**src/logic/pbm_pkg.sv**
```systemverilog
// port bus mode controller: shared constants, types and the address decode
package pbm_pkg;

  // ------------------------------------------------------------
  // constants
  // ------------------------------------------------------------
  localparam int PBM_PORT_W = 8;
  localparam int PBM_SYNC_W = 25;
  localparam int PBM_SY_STB = 24;
  localparam int PBM_SY_PB = 16;
  localparam int PBM_SY_PC = 8;
  localparam int PBM_SY_PD = 0;
  localparam int PBM_PC_A12 = 4;
  localparam int PBM_PC_RW = 5;
  localparam int PBM_PC_A13 = 6;
  localparam int PBM_PC_SEL = 7;
  localparam int PBM_PC_A14 = 7;
  localparam logic [15:0] PBM_EMS_LO = 16'h0100;
  localparam logic [15:0] PBM_EMS_HI = 16'h3fff;
  localparam logic [7:0] PBM_PORT_RST = 8'h00;
  localparam logic [7:0] PBM_ALL_ON = 8'hff;
  localparam logic [24:0] PBM_SYNC_RST = 25'h000_0000;

  // ------------------------------------------------------------
  // types
  // ------------------------------------------------------------
  typedef enum logic [1:0] {
    PBM_FULL_ADDR = 2'h0,
    PBM_IO_BUS = 2'h1,
    PBM_MUX = 2'h3,
    PBM_ABBREV = 2'h2
  } pbm_bus_mode_t;

  typedef struct packed {
    logic bus_mode_high_bit;
    logic bus_mode_low_bit;
    logic tristate_select_bit;
    logic latch_enable_bit;
  } pbm_mode_t;

  typedef struct packed {
    logic valid;
    logic rw;
    logic [15:0] addr;
    logic [7:0] wdata;
  } pbm_cpu_t;

  typedef struct packed {
    logic [7:0] data;
    logic [7:0] dir;
  } pbm_port_t;

  function automatic logic pbm_ems_hit(input pbm_cpu_t c);
    return c.valid && (c.addr >= PBM_EMS_LO) && (c.addr <= PBM_EMS_HI);
  endfunction : pbm_ems_hit

endpackage : pbm_pkg

```
**src/logic/pbm_port_bus_ctrl.sv**
```systemverilog
// port bus mode controller: pin roles, driver enables, select and input latch
`timescale 1ns/1ps
`default_nettype none
module pbm_port_bus_ctrl (
  input wire logic clk_sys_in, // 10 MHz system clock
  input wire logic reset_n_in, // async reset, low
  input wire logic clk_en_in, // freezes all state when low
  input wire pbm_pkg::pbm_mode_t mode_control_reg_in, // mode bits 7..4
  input wire logic phase2_in, // processor phase 2, same clock
  input wire pbm_pkg::pbm_cpu_t cpu_bus_in, // processor access
  input wire pbm_pkg::pbm_port_t latch_port_drive_in, // port data and direction
  input wire pbm_pkg::pbm_port_t addr_port_drive_in, // port data and direction
  input wire pbm_pkg::pbm_port_t data_port_drive_in, // port data; direction ignored, tristate bit sets the enable
  input wire logic strobe_input_pin_in, // latch strobe pin
  input wire logic [7:0] latchable_port_pins_in, // pin levels
  output logic [7:0] latchable_port_pins_out, // pin drive value
  output logic [7:0] latchable_port_pins_oe_out, // pin drive enable
  input wire logic [7:0] address_port_pins_in, // pin levels
  output logic [7:0] address_port_pins_out, // pin drive value
  output logic [7:0] address_port_pins_oe_out, // pin drive enable
  input wire logic [7:0] data_port_pins_in, // pin levels
  output logic [7:0] data_port_pins_out, // pin drive value
  output logic [7:0] data_port_pins_oe_out, // pin drive enable
  output logic [7:0] latch_port_read_out, // latched or live port value
  output logic [7:0] address_port_read_out, // filtered pin value
  output logic [7:0] data_port_read_out, // filtered pin value
  output logic [7:0] cpu_rdata_out, // data bus read capture
  output logic ext_mem_select_n_out, // memory select, low
  output var pbm_pkg::pbm_bus_mode_t bus_mode_out // decoded bus mode
);
  import pbm_pkg::*;

  // ------------------------------------------------------------
  // input synchronisers
  // ------------------------------------------------------------
  // a change counts only once stages two and three agree
  logic [PBM_SYNC_W-1:0] sync_a;
  logic [PBM_SYNC_W-1:0] sync_b;
  logic [PBM_SYNC_W-1:0] sync_c;
  logic [PBM_SYNC_W-1:0] filt;
  logic [PBM_SYNC_W-1:0] next_sync_a;
  logic [PBM_SYNC_W-1:0] next_sync_b;
  logic [PBM_SYNC_W-1:0] next_sync_c;
  logic [PBM_SYNC_W-1:0] next_filt;

  always_comb begin
    next_sync_a = {strobe_input_pin_in, latchable_port_pins_in,
                   address_port_pins_in, data_port_pins_in};
    next_sync_b = sync_a;
    next_sync_c = sync_b;
    next_filt = filt;
    for (int i = 0; i < PBM_SYNC_W; i++) begin
      if (sync_b[i] == sync_c[i]) begin
        next_filt[i] = sync_c[i];
      end
    end
  end

  always_ff @(posedge clk_sys_in or negedge reset_n_in) begin
    if (!reset_n_in) begin
      sync_a <= PBM_SYNC_RST;
      sync_b <= PBM_SYNC_RST;
      sync_c <= PBM_SYNC_RST;
      filt <= PBM_SYNC_RST;
    end else if (clk_en_in) begin
      sync_a <= next_sync_a;
      sync_b <= next_sync_b;
      sync_c <= next_sync_c;
      filt <= next_filt;
    end
  end

  // ------------------------------------------------------------
  // latchable port input latch
  // ------------------------------------------------------------
  logic strobe_prev;
  logic [7:0] in_latch;
  logic next_strobe_prev;
  logic [7:0] next_in_latch;
  logic strobe_rise;

  assign strobe_rise = filt[PBM_SY_STB] && !strobe_prev;

  always_comb begin
    next_strobe_prev = filt[PBM_SY_STB];
    next_in_latch = in_latch;
    if (mode_control_reg_in.latch_enable_bit && strobe_rise) begin
      next_in_latch = filt[PBM_SY_PB +: PBM_PORT_W];
    end
  end

  always_ff @(posedge clk_sys_in or negedge reset_n_in) begin
    if (!reset_n_in) begin
      strobe_prev <= 1'b0;
      in_latch <= PBM_PORT_RST;
    end else if (clk_en_in) begin
      strobe_prev <= next_strobe_prev;
      in_latch <= next_in_latch;
    end
  end

  // ------------------------------------------------------------
  // pin roles per bus mode
  // ------------------------------------------------------------
  pbm_bus_mode_t mode;
  logic sel_hit;
  logic bus_write_ph2;
  logic [7:0] next_pb_out;
  logic [7:0] next_pb_oe;
  logic [7:0] next_pc_out;
  logic [7:0] next_pc_oe;
  logic [7:0] next_pd_out;
  logic [7:0] next_pd_oe;
  logic [7:0] next_rdata;
  logic next_sel_n;

  assign mode = pbm_bus_mode_t'({mode_control_reg_in.bus_mode_high_bit,
                                 mode_control_reg_in.bus_mode_low_bit});
  assign sel_hit = pbm_ems_hit(cpu_bus_in);
  assign bus_write_ph2 = cpu_bus_in.valid && !cpu_bus_in.rw && phase2_in;

  always_comb begin
    next_pb_out = latch_port_drive_in.data;
    next_pb_oe = latch_port_drive_in.dir;
    if (mode_control_reg_in.latch_enable_bit) begin
      next_pb_oe = PBM_PORT_RST;
    end
    next_pc_out = addr_port_drive_in.data;
    next_pc_oe = addr_port_drive_in.dir;
    next_pd_out = data_port_drive_in.data;
    next_pd_oe = mode_control_reg_in.tristate_select_bit ? PBM_ALL_ON : PBM_PORT_RST;
    next_sel_n = !sel_hit;
    next_rdata = cpu_rdata_out;
    case (mode)
      PBM_FULL_ADDR: begin
        next_pc_out[PBM_PC_A13] = cpu_bus_in.addr[13];
        next_pc_out[PBM_PC_A14] = cpu_bus_in.addr[14];
        next_pc_oe[PBM_PC_A13] = 1'b1;
        next_pc_oe[PBM_PC_A14] = 1'b1;
      end
      PBM_IO_BUS: begin
        // plain I/O; the outside decodes 8K from the processor's own bus
        next_pc_oe = addr_port_drive_in.dir;
      end
      PBM_ABBREV, PBM_MUX: begin
        // six address bits on these pins give 64 peripheral slots
        next_pc_out[3:0] = cpu_bus_in.addr[3:0];
        next_pc_out[PBM_PC_A12] = cpu_bus_in.addr[12];
        next_pc_out[PBM_PC_RW] = cpu_bus_in.rw;
        next_pc_out[PBM_PC_A13] = cpu_bus_in.addr[13];
        next_pc_out[PBM_PC_SEL] = !sel_hit;
        next_pc_oe = PBM_ALL_ON;
        next_pd_out = cpu_bus_in.wdata;
        // drivers need the tristate bit that software must set here
        next_pd_oe = (bus_write_ph2 && mode_control_reg_in.tristate_select_bit)
                     ? PBM_ALL_ON : PBM_PORT_RST;
        if (mode == PBM_MUX && !phase2_in) begin
          // address on the port from the same clock edge at which select falls
          next_pd_out = cpu_bus_in.addr[11:4];
          next_pd_oe = mode_control_reg_in.tristate_select_bit ? PBM_ALL_ON : PBM_PORT_RST;
        end
        if (cpu_bus_in.valid && cpu_bus_in.rw && phase2_in) begin
          next_rdata = filt[PBM_SY_PD +: PBM_PORT_W];
        end
      end
      default: begin
        next_pc_oe = addr_port_drive_in.dir;
      end
    endcase
  end

  always_ff @(posedge clk_sys_in or negedge reset_n_in) begin
    if (!reset_n_in) begin
      latchable_port_pins_out <= PBM_PORT_RST;
      latchable_port_pins_oe_out <= PBM_PORT_RST;
      address_port_pins_out <= PBM_PORT_RST;
      address_port_pins_oe_out <= PBM_PORT_RST;
      data_port_pins_out <= PBM_PORT_RST;
      data_port_pins_oe_out <= PBM_PORT_RST;
      cpu_rdata_out <= PBM_PORT_RST;
      ext_mem_select_n_out <= 1'b1;
      bus_mode_out <= PBM_FULL_ADDR;
    end else if (clk_en_in) begin
      latchable_port_pins_out <= next_pb_out;
      latchable_port_pins_oe_out <= next_pb_oe;
      address_port_pins_out <= next_pc_out;
      address_port_pins_oe_out <= next_pc_oe;
      data_port_pins_out <= next_pd_out;
      data_port_pins_oe_out <= next_pd_oe;
      cpu_rdata_out <= next_rdata;
      ext_mem_select_n_out <= next_sel_n;
      bus_mode_out <= mode;
    end
  end

  // ------------------------------------------------------------
  // read-back values
  // ------------------------------------------------------------
  // live reads lag the pins by the synchroniser depth
  assign latch_port_read_out = mode_control_reg_in.latch_enable_bit
                               ? in_latch : filt[PBM_SY_PB +: PBM_PORT_W];
  assign address_port_read_out = filt[PBM_SY_PC +: PBM_PORT_W];
  assign data_port_read_out = filt[PBM_SY_PD +: PBM_PORT_W];
endmodule : pbm_port_bus_ctrl
`default_nettype wire

```
**config.mk**
```make
export PLATFORM = sky130hd
export DESIGN_NAME = pbm_port_bus_ctrl
export DESIGN_NICKNAME = d
export VERILOG_FILES = /design/src/logic/pbm_pkg.sv /design/src/logic/pbm_port_bus_ctrl.sv
export SDC_FILE = /design/constraint.sdc
export NUM_CORES = 1
export LEC_CHECK = 0
export BUFFER_PORTS_ARGS = -buffer_cell sky130_fd_sc_hd__buf_4
export CAP_MARGIN = 10
export CORE_MARGIN = 5
export CORE_UTILIZATION = 47
export DETAILED_ROUTE_END_ITERATION = 12
export PLACE_DENSITY = 0.73
export REMOVE_ABC_BUFFERS = 1
export SLEW_MARGIN = 5
export SYNTH_ARGS = -nofsm -noshare
export SYNTH_HDL_FRONTEND = slang
export SYNTH_SLANG_ARGS = --single-unit
```
**constraint.sdc**
```tcl
create_clock -name clk_sys_in -period 1 [get_ports clk_sys_in]
set_input_delay 0.1 -clock clk_sys_in [delete_from_list [all_inputs] [get_ports clk_sys_in]]
set_output_delay 0.1 -clock clk_sys_in [all_outputs]
set_load 0.05 [all_outputs]
```
### Word level (Yosys, flattened, before mapping)

Index checks and enable logic that the tools add are counted.

| operators by class | value |
|---|---|
| equality and inequality tests | 28 |
| muxes and demuxes | 12 |
| shift operators | 0 |
| $lt $le $gt $ge | 2 |
| multipliers | 0 |
| reductions and logical operators | 44 |
| $add $sub $neg | 0 |
| bitwise gates (word level) | 0 |
| div/mod/pow operators | 0 |

Operators with widths:

| kind | number |
|---|---|
| 2-to-1 mux 8 bit | 8 |
| AND reduction 2 bit | 26 |
| equality test 1 bit | 25 |
| greater-or-equal comparator 16 x 9 -> 1 bit (second input constant) | 1 |
| less-or-equal comparator 16 x 14 -> 1 bit (second input constant) | 1 |
| 2-to-1 mux 6 bit | 2 |
| logical AND 1 bit | 10 |
| case mux 2 bit (2 select lines) | 2 |
| equality test 2 bit (second input constant) | 2 |
| logical NOT 1 bit | 4 |
| AND reduction 3 bit | 1 |
| OR reduction 3 bit | 1 |
| equality test 2 x 1 -> 1 bit (second input constant) | 1 |
| logical NOT 2 bit | 1 |
| OR reduction 2 bit | 1 |

| storage, ports and cells | value |
|---|---|
| ROM bits | 0 |
| memory bits (writable) | 0 |
| bits of input ports | 107 |
| bits in latches | 0 |
| memories | 0 |
| word-level logic and storage cells | 125 |
| bits in registers | 168 |
| output and inout bits | 83 |

### Longest topological paths before layout

Gate-level depths: netlist of run 1.

| depth | value |
|---|---|
| depth in word-level cells | 7 |
| mapped depth | 5 |
| depth with buffers taken out | 3 |

### Worst setup path after synthesis of run 1

Ideal clock, no wire load.

| timing | value |
|---|---|
| kind | register to register |
| start | reg, netlist name data_port_pins_oe_out[6] |
| end | reg data_port_pins_oe_out[6] |
| setup slack | -142 ps |
| period minus slack after synthesis | 1,142 ps |
| path buffers | 0 |
| stages on the path, launching flop included | 3 |
| library setup time | 120 ps |
| data required time | 880 ps |
| arrival | 1,022 ps |
| cells stage by stage | dfrtp_1 > nor2b_1 > a31o_2 |

RTL lines:

| item | line | source |
|---|---|---|
| end signal, assigned | pbm_port_bus_ctrl.sv:189 | `data_port_pins_oe_out <= next_pd_oe;` |
| end, declared | pbm_port_bus_ctrl.sv:23 | `output logic [7:0] data_port_pins_oe_out,` |

### Worst setup path after layout of run 1

| timing | value |
|---|---|
| start | reg filt[23] |
| end | out latch_port_read_out[7] |

| on the way | value |
|---|---|
| word-level cells in the longest chain between the ends | 1 |

Ends and longest elaborated chain:

| item | line | source |
|---|---|---|
| start, declared | pbm_port_bus_ctrl.sv:40 | `logic [PBM_SYNC_W-1:0] filt;` |
| start signal, assigned | pbm_port_bus_ctrl.sv:69 | `filt <= next_filt;` |
| 2-to-1 mux 8 bit | pbm_port_bus_ctrl.sv:201 | `? in_latch : filt[PBM_SY_PB +: PBM_PORT_W];` |
| end, declared | pbm_port_bus_ctrl.sv:24 | `output logic [7:0] latch_port_read_out,` |

Every way passes these cells.

==> results of run 1 <==
synthesized netlist by cell type:
master	count
sky130_fd_sc_hd__dfrtp_1	160
sky130_fd_sc_hd__mux2_2	101
sky130_fd_sc_hd__a21oi_1	67
sky130_fd_sc_hd__nor2_1	49
sky130_fd_sc_hd__nand2b_1	27
sky130_fd_sc_hd__buf_4	25
sky130_fd_sc_hd__buf_2	21
sky130_fd_sc_hd__o21ai_0	17
sky130_fd_sc_hd__mux2i_1	16
sky130_fd_sc_hd__inv_1	11
sky130_fd_sc_hd__nor2b_1	11
sky130_fd_sc_hd__a31oi_1	8
sky130_fd_sc_hd__mux2_4	8
sky130_fd_sc_hd__nand3b_1	6
sky130_fd_sc_hd__nand2_1	4
sky130_fd_sc_hd__clkbuf_1	3
sky130_fd_sc_hd__and3_1	2
sky130_fd_sc_hd__buf_6	2
sky130_fd_sc_hd__a211oi_1	1
sky130_fd_sc_hd__a31o_2	1
sky130_fd_sc_hd__dfstp_2	1
sky130_fd_sc_hd__nand4b_4	1
sky130_fd_sc_hd__nor4_1	1
sky130_fd_sc_hd__o211ai_1	1
sky130_fd_sc_hd__o2bb2ai_1	1
flip-flops by register name, summed over array words and instances (netlist names), 25 cells and up:
name         cells
filt            25
next_sync_b     25
next_sync_c     25
sync_c          25
worst min-delay path: cells and delay by family:
kind / cells / cell delay [ns]
AOI/OAI and AO/OA: 1 / 0.13
buffers and inverters: 1 / 0.08
muxes: 1 / 0.06
area by class of cell:
class / count / area [um^2] / area share [%]
timing repair buffer: 337 / 3200 / 30.0
tap: 184 / 230 / 2.16
clock inverter: 13 / 209 / 1.96
clock buffer: 19 / 443 / 4.15
sequential: 161 / 4030 / 37.8
inverter: 11 / 41.3 / 0.387
multi-input combinational: 322 / 2510 / 23.5
cell families after synthesis:
group           after synthesis
flops                       161
mux                         125
simple gates                101
compound gates               96
buf+inv                      62
per-stage QoR:
step | utilization (%) | total power (uW) | instance area (um^2)
2_1_floorplan | - | 12200 | 6520
3_3_place_gp | 58.6 | 14300 | 8460
3_5_place_dp | 58.6 | 14600 | 8460
4_1_cts | 72.3 | 23100 | 10400
5_1_grt | 73.9 | 24400 | 10700
6_report | 73.9 | 23400 | 10700
routing by layer:
metal | track usage [%] | up-vias
li1 | - | 2469
met2 | 37.3 | 176
met5 | 0 | -
met3 | 4.84 | 40
met1 | 23.1 | 2674
met4 | 9.50 | 0
report_power, final:
group | leakage, uW | internal [uW] | total [uW] | switching, uW
logic | 0.00277 | 3740 | 7780 | 4040
clock network | 0.000310 | 4500 | 7030 | 2530
registers | 0.00193 | 7710 | 8560 | 843
timing repair:
item | 4_1_cts | 5_1_grt
hold endpoints to repair | 224 | 0
endpoints found under the setup margin | 91 | 97
resized for setup | 104 | 24
hold buffers | 69 | 0
buffers inserted | 35 | 18
worst paths after layout:
kind	startpoint	to	depth (start not counted)
min in group asynchronous	reset_n_in	next_sync_b[21]	2
max	filt[23]	latch_port_read_out[7]	2
min	cpu_bus_in[2]	data_port_pins_out[2]	3
max in group asynchronous	reset_n_in	data_port_pins_out[3]	3
min reg2reg	sync_c[0]	filt[0]	2
max reg2reg	strobe_prev	in_latch[7]	2
==> flow_metrics.env, run 1 <==
export IMPL_fp_coreArea_mm2=0.0144
export IMPL_post_synth_instance_area_mm2=0.00684
export IMPL_timing_worst_slew_pin_value_ns=0.522
export IMPL_antenna_found_initial=0
export IMPL_tritoncts="yes"
export IMPL_numCtsBuffers=17
export IMPL_layout_common_cells="171 x sky130_fd_sc_hd__buf_4, 157 x sky130_fd_sc_hd__dfrtp_1, 93 x sky130_fd_sc_hd__mux2_2"
export IMPL_grt_total_usage_pct=20.7
export IMPL_post_synth_mux_area_share_pct=20.7
export IMPL_cp_data_arrival_time_ns=1.26
export IMPL_via_per_inst=5.12
export IMPL_number_of_primary_i_o_pins=190
export IMPL_route_detailed_wl_per_inst_um=17.4
export IMPL_cts_root_buffer="sky130_fd_sc_hd__clkbuf_16"
export IMPL_number_of_cells_produced_by_synthesis=545
export IMPL_setup_violations=95
export IMPL_critical_path_slowest_cell="sky130_fd_sc_hd__dfrtp_1"
export IMPL_floorplan_initialDensity_pct=47.4
export IMPL_gp_congestion=0.915
export IMPL_timing_critical_path_buf_inv=1
export IMPL_outcome="finished with violations"
export IMPL_crit_family="flip-flops"
export IMPL_chipWidth_um=131
export IMPL_max_slew_margin_rel_pct=65.2
export IMPL_critPathLaunchType="flop"
export IMPL_violations="setup timing"
export IMPL_antenna_violating_nets_post_route=0
export IMPL_max_clock_freq_mhz=736
export IMPL_cts_sink_count=161
export IMPL_grt_overflow_total=0
export IMPL_total_negative_setup_slack_ns=-10.22
export IMPL_initial_drc_count=191
export IMPL_grt_first_pass_wirelength_mm=27.4
export IMPL_ys_types=25
export IMPL_clk_transition_reported_paths_ns=0.06
export IMPL_cts_max_level=4
export IMPL_combinational_family_with_the_most_area_after_synthesis="multiplexers"
export IMPL_layout_cells_most_common="sky130_fd_sc_hd__buf_4"
export IMPL_drive_gt1_share_pct=48.7
export IMPL_synth_adder_area_share_pct=0
export IMPL_synthTopCellsByArea="sky130_fd_sc_hd__dfrtp_1 59%, sky130_fd_sc_hd__mux2_2 17%, sky130_fd_sc_hd__a21oi_1 4.9%"
export IMPL_worst_ir_drop_on_vdd_mv=1.78
export IMPL_synth_largest_type_area_fraction_pct=58.5
export IMPL_timing_clock_skew_ns=0.00857
export IMPL_place_ws_ns=-0.344
export IMPL_total_placed_cells_including_tap_cells=895
export IMPL_min_tclk_post_route_ns=1.36
export IMPL_final_critical_path_setup_slack_ns=-0.358
export IMPL_floorplan_die_height_um=131
export IMPL_drt_first_pass_iters=5
export IMPL_grt_max_degree=82
export IMPL_highest_layer="met4"
export IMPL_place_detailed_hpwl_mm=11.1
export IMPL_critPathCaptureType="primary output"
export IMPL_final_hold_worst_slack_ns=0.00810
export IMPL_first_global_vias=5675
export IMPL_timing_max_transition_violations_final=0
export IMPL_cell_row_count=44
export IMPL_worstHoldPathType="in2reg"
export IMPL_yosysWarningCount=0
export IMPL_dr_wl_met2_mm=9.76
export IMPL_synth_xor_area_share_pct=0
export IMPL_layoutNonFillerInstCount=1047
export IMPL_vias=5359
export IMPL_wl_met1_mm=6.80
export IMPL_final_net_count=957
export IMPL_wl_mm=18.3
export IMPL_power_leakage_uw=0.00501
export IMPL_critical_path_cell_by_cell="mux2_4 > buf_8"
export IMPL_proportion_of_synthesized_chip_area_in_sequential_cells_pct=58.9
export IMPL_critPathMaxFanout=2
export IMPL_place_port_buffers=181
export IMPL_drcViolationCount=0
export IMPL_floorplan_die_area_mm2=0.0171
export IMPL_worstSetupPathType="reg2out"
export IMPL_min_period_over_period_pct=136
export IMPL_crit_required_ns=0.90
export IMPL_final_fill_count=916
export IMPL_ys_seq_elements=161
export IMPL_p_per_area_mw_per_mm2=2190
export IMPL_report_final_hold_viol_count=0
export IMPL_synth_largest_area_cell="sky130_fd_sc_hd__dfrtp_1"
export IMPL_grt_setup_unrepaired="yes"
export IMPL_area_growth_pct=55.8
export IMPL_maxCapViolations=0
export IMPL_bufs_on_longest_clock_path=2
export IMPL_cpPeakStageDelay_ns=0.39
export IMPL_insertedDiodeCount=0
export IMPL_r2r_setup_slack_ns=-0.13
export IMPL_worstSkewPairLatency_ns=0.42
export IMPL_synth_simple_gate_area_share_pct=7.66
export IMPL_synth_compound_area_share_pct=7.35
export IMPL_syn_avg_cell_area_um2=12.6
export IMPL_met3_length_mm=1.19
(Power assumes the default switching activity.)
==> inputs of run 2 (changes only) <==
TNS_END_PERCENT = 30   (was unset)
==> flow_metrics.env, run 2 (same netlist as run 1, synthesis figures left out) <==
export IMPL_place_port_buffers=181
export IMPL_cp_data_arrival_time_ns=1.25
export IMPL_max_clock_freq_mhz=739
export IMPL_tritoncts="yes"
export IMPL_drt_first_pass_iters=6
export IMPL_cpPeakStageDelay_ns=0.39
export IMPL_min_tclk_post_route_ns=1.35
export IMPL_place_detailed_hpwl_mm=11.1
export IMPL_fp_coreArea_mm2=0.0144
export IMPL_layout_common_cells="157 x sky130_fd_sc_hd__dfrtp_1, 146 x sky130_fd_sc_hd__buf_4, 93 x sky130_fd_sc_hd__mux2_2"
export IMPL_max_slew_margin_rel_pct=64.1
export IMPL_crit_required_ns=0.90
export IMPL_critPathLaunchType="flop"
export IMPL_worstHoldPathType="in2reg"
export IMPL_first_global_vias=5497
export IMPL_vias=5165
export IMPL_area_growth_pct=51.8
export IMPL_floorplan_initialDensity_pct=47.4
export IMPL_floorplan_die_height_um=131
export IMPL_grt_total_usage_pct=20.2
export IMPL_critPathMaxFanout=2
export IMPL_cts_root_buffer="sky130_fd_sc_hd__clkbuf_16"
export IMPL_numCtsBuffers=17
export IMPL_antenna_found_initial=0
export IMPL_insertedDiodeCount=0
export IMPL_chipWidth_um=131
export IMPL_bufs_on_longest_clock_path=2
export IMPL_p_per_area_mw_per_mm2=2210
export IMPL_crit_family="flip-flops"
export IMPL_route_detailed_wl_per_inst_um=16.9
export IMPL_grt_overflow_total=0
export IMPL_critPathCaptureType="primary output"
export IMPL_gp_congestion=0.915
export IMPL_r2r_setup_slack_ns=-0.12
export IMPL_antenna_violating_nets_post_route=0
export IMPL_worstSkewPairLatency_ns=0.41
export IMPL_drive_gt1_share_pct=46.6
export IMPL_setup_violations=92
export IMPL_critical_path_reg2reg_startpoint="strobe_prev"
export IMPL_grt_setup_unrepaired="yes"
export IMPL_critical_path_cell_by_cell="mux2_4 > buf_8"
export IMPL_cp_depth=2
export IMPL_timing_worst_slew_pin_value_ns=0.538
export IMPL_violations="setup timing"
export IMPL_drcViolationCount=0
export IMPL_worst_ir_drop_on_vdd_mv=1.78
export IMPL_cts_max_level=4
export IMPL_initial_drc_count=179
export IMPL_grt_max_degree=82
export IMPL_cts_sink_count=161
export IMPL_timing_clock_skew_ns=0.00751
export IMPL_power_leakage_uw=0.00485
export IMPL_clk_transition_reported_paths_ns=0.06
export IMPL_floorplan_die_area_mm2=0.0171
export IMPL_timing_max_transition_violations_final=0
export IMPL_layout_cells_most_common="sky130_fd_sc_hd__dfrtp_1"
export IMPL_grt_first_pass_wirelength_mm=26.9
export IMPL_via_per_inst=5.07
export IMPL_report_final_hold_viol_count=0
export IMPL_wl_mm=17.2
export IMPL_critPathCapture="latch_port_read_out[7]"
export IMPL_rr_worst_depth=2
export IMPL_cell_row_count=44
export IMPL_worstSetupPathType="reg2out"
export IMPL_number_of_primary_i_o_pins=190
export IMPL_critPathLaunch="filt[23]"
export IMPL_final_critical_path_setup_slack_ns=-0.354
export IMPL_timing_hold_worst_path_depth=3
export IMPL_critical_path_slowest_cell="sky130_fd_sc_hd__dfrtp_1"
export IMPL_outcome="finished with violations"
export IMPL_min_period_over_period_pct=135
export IMPL_maxCapViolations=0
export IMPL_final_net_count=928
export IMPL_rr_endpoint="in_latch[7]"
export IMPL_final_hold_worst_slack_ns=0.00375
export IMPL_timing_critical_path_buf_inv=1
export IMPL_place_ws_ns=-0.344
==> run 2: cell count changes in the layout (fill, tap and decap cells not counted), moves of 2 or more <==
cell                      before  now
sky130_fd_sc_hd__buf_4       171  146
sky130_fd_sc_hd__nor2b_1       9   11
sky130_fd_sc_hd__buf_8        11   15
sky130_fd_sc_hd__nor2b_4       2    0
sky130_fd_sc_hd__buf_12       10    6
sky130_fd_sc_hd__buf_6        76   73
==> run 2: worst min-delay path by stage <==
stage	start	to
floorplan	reset_n_in	address_port_pins_oe_out[0]
global placement	reset_n_in	latchable_port_pins_out[0]
detailed placement	reset_n_in	latchable_port_pins_out[0]
CTS	addr_port_drive_in[13]	address_port_pins_out[5]
global route	addr_port_drive_in[13]	address_port_pins_out[5]
finish	cpu_bus_in[14]	data_port_pins_out[2]
==> run 2: layer usage <==
layer / global-route usage (%) / vias up / routed length [um] / share of wire, %
met5: 0 / - / 0 / 0
met4: 9.20 / 0 / 511 / 3.0
met3: 4.43 / 41 / 1050 / 6.1
met2: 36.1 / 173 / 9070 / 53
met1: 23.1 / 2544 / 6610 / 38
li1: - / 2407 / - / -
==> run 2: metrics by stage <==
step                      setup TNS, ns  utilization (%)  instance area (um^2)  instances  power, uW
after CTS                        -11.52             71.3                 10300       1011      22900
after global routing             -13.41             72.0                 10400       1018      24000
after detailed placement         -18.68             58.6                  8460        895      14600
after floorplan                  -17.86                -                  6520        494      12200
after global placement           -14.31             58.6                  8460        895      14300
final                            -10.01             72.0                 10400       1018      22900
==> run 2: final cells by class <==
cell class,instances,area [um^2]
Clock buffer,19,443
Multi-Input combinational cell,322,2490
Sequential cell,161,4030
Fill cell,953,4040
Tap cell,184,230
Inverter,11,41.3
Clock inverter,13,209
Timing Repair Buffer,308,2940
==> run 2: what timing repair did <==
item | 4_1_cts | 5_1_grt
hold endpoints to repair | 224 | 0
hold buffers | 68 | 0
gates resized for setup | 103 | 15
setup endpoints to repair | 91 | 96
pin swaps | 0 | 0
setup buffers | 17 | 8
==> run 2: worst reg2reg max path: cells and delay by family (launching register included) <==
| kind | cells | cell delay, ns |
|---|---|---|
| flops | 1 | 0.38 |
| mux | 1 | 0.35 |
| simple gates | 1 | 0.28 |
==> run 2: report_power, final <==
group	switching (uW)	internal (uW)	total (uW)	leakage, uW
combinational	3910	3440	7350	0.00261
sequential	856	7710	8570	0.00193
clock	2520	4500	7020	0.000310
total	7290	15700	22900	0.00485
==> inputs of run 3 (changes only) <==
CORE_ASPECT_RATIO = 0.6   (was unset)
==> flow_metrics.env, run 3 (same netlist as run 1, synthesis figures left out) <==
export IMPL_place_ws_ns=-0.236
export IMPL_layout_common_cells="159 x sky130_fd_sc_hd__dfrtp_1, 143 x sky130_fd_sc_hd__buf_4, 94 x sky130_fd_sc_hd__mux2_2"
export IMPL_area_growth_pct=52.5
export IMPL_cell_row_count=34
export IMPL_bufs_on_longest_clock_path=2
export IMPL_worstSetupPathType="reg2out"
export IMPL_layout_cells_most_common="sky130_fd_sc_hd__dfrtp_1"
export IMPL_timing_worst_slew_pin_value_ns=0.384
export IMPL_tritoncts="yes"
export IMPL_rr_worst_depth=2
export IMPL_power_leakage_uw=0.00487
export IMPL_timing_max_transition_violations_final=0
export IMPL_gp_congestion=0.782
export IMPL_p_per_area_mw_per_mm2=2140
export IMPL_critPathCaptureType="primary output"
export IMPL_floorplan_die_height_um=103
export IMPL_cts_sink_count=161
export IMPL_antenna_violating_nets_post_route=0
export IMPL_grt_setup_unrepaired="yes"
export IMPL_initial_drc_count=218
export IMPL_chipWidth_um=166
export IMPL_max_clock_freq_mhz=743
export IMPL_critPathLaunchType="flop"
export IMPL_insertedDiodeCount=0
export IMPL_place_port_buffers=181
export IMPL_cts_root_buffer="sky130_fd_sc_hd__clkbuf_16"
export IMPL_violations="setup timing"
export IMPL_hold_path_endpoint="data_port_pins_out[4]"
export IMPL_clk_transition_reported_paths_ns=0.07
export IMPL_cpPeakStageDelay_ns=0.40
export IMPL_place_detailed_hpwl_mm=11.2
export IMPL_worst_ir_drop_on_vdd_mv=1.32
export IMPL_wl_mm=17.3
export IMPL_worstHoldPathType="in2reg"
export IMPL_route_detailed_wl_per_inst_um=16.6
export IMPL_timing_clock_skew_ns=0.00639
export IMPL_timing_critical_path_buf_inv=1
export IMPL_cp_data_arrival_time_ns=1.25
export IMPL_maxCapViolations=0
export IMPL_critPathMaxFanout=2
export IMPL_floorplan_initialDensity_pct=47.6
export IMPL_finish_utilization_pct=72.6
export IMPL_drcViolationCount=0
export IMPL_rr_endpoint="in_latch[7]"
export IMPL_grt_overflow_total=0
export IMPL_worstSkewPairLatency_ns=0.41
export IMPL_floorplan_die_area_mm2=0.0172
export IMPL_timing_hold_worst_path_depth=3
export IMPL_outcome="finished with violations"
export IMPL_first_global_vias=5592
export IMPL_min_period_over_period_pct=135
export IMPL_via_per_inst=4.95
export IMPL_vias=5149
export IMPL_final_net_count=937
export IMPL_final_critical_path_setup_slack_ns=-0.347
export IMPL_critical_path_reg2reg_startpoint="strobe_prev"
export IMPL_grt_total_usage_pct=20.7
export IMPL_fp_coreArea_mm2=0.0144
export IMPL_grt_max_degree=50
export IMPL_critical_path_slowest_cell="sky130_fd_sc_hd__dfrtp_1"
export IMPL_grt_first_pass_wirelength_mm=28.4
export IMPL_antenna_found_initial=0
export IMPL_cts_max_level=4
export IMPL_hp_start="cpu_bus_in[16]"
export IMPL_critical_path_cell_by_cell="mux2_2 > buf_6"
export IMPL_r2r_setup_slack_ns=-0.11
export IMPL_crit_required_ns=0.90
export IMPL_setup_violations=92
export IMPL_total_negative_setup_slack_ns=-10.06
export IMPL_numCtsBuffers=17
export IMPL_crit_family="flip-flops"
export IMPL_power_uw=22300
export IMPL_report_final_hold_viol_count=0
export IMPL_number_of_primary_i_o_pins=190
export IMPL_min_tclk_post_route_ns=1.35
export IMPL_max_slew_margin_rel_pct=74.4
export IMPL_drive_gt1_share_pct=45.2
export IMPL_drt_first_pass_iters=4
-- run 3: per-layer routing --
metal	up-vias	wire (um)	global-route usage, %
li1	2441	-	-
met2	157	8540	36.5
met4	0	190	5.45
met3	18	1170	6.80
met1	2533	7430	25.3
met5	-	0	0
-- run 3: repair_timing --
item | CTS | global route
setup endpoints to repair | 91 | 95
buffers inserted | 14 | 5
hold buffers | 81 | 0
endpoints found under the hold margin | 226 | 0
gates resized for setup | 111 | 1
cloned | 0 | 0
-- run 3: area by class of cell --
class / count / area (um^2)
flip-flops and latches: 161 / 4030
multi-input cells: 322 / 2470
fillers: 921 / 3950
repair buffers: 317 / 3040
clock inverters: 13 / 144
clock buffers: 19 / 453
inverters: 11 / 41.3
well taps: 198 / 248
-- run 3: stage by stage --
step | instances | hold slack [ns] | instance area, um^2
after floorplan | 494 | -0.196 | 6520
after global placement | 910 | 0.0309 | 8480
after detailed placement | 910 | 0.0332 | 8480
after CTS | 1036 | 0.000208 | 10400
after global routing | 1041 | 0.0113 | 10400
final | 1041 | 0.000122 | 10400
-- run 3: report_power, final --
part / total (uW) / switching (uW) / internal [uW]
registers: 8550 / 852 / 7700
clock network: 6430 / 2770 / 3670
logic: 7330 / 3890 / 3440
total: 22300 / 7510 / 14800
-- run 3: tightest hold or removal path: stages --
cell and delay [ns]:
sky130_fd_sc_hd__buf_4 0.09, sky130_fd_sc_hd__mux2i_1 0.06, sky130_fd_sc_hd__o21ai_1 0.12
-- run 3: worst max path at each step --
stage | from | cells past startpoint | endpoint
CTS | filt[18] | 2 | latch_port_read_out[2]
finish | filt[19] | 2 | latch_port_read_out[3]
global placement | clk_en_in | 4 | next_sync_b[22]
detailed placement | clk_en_in | 4 | next_sync_c[0]
global route | filt[19] | 2 | latch_port_read_out[3]
floorplan | data_port_pins_oe_out[6] | 2 | data_port_pins_oe_out[6]
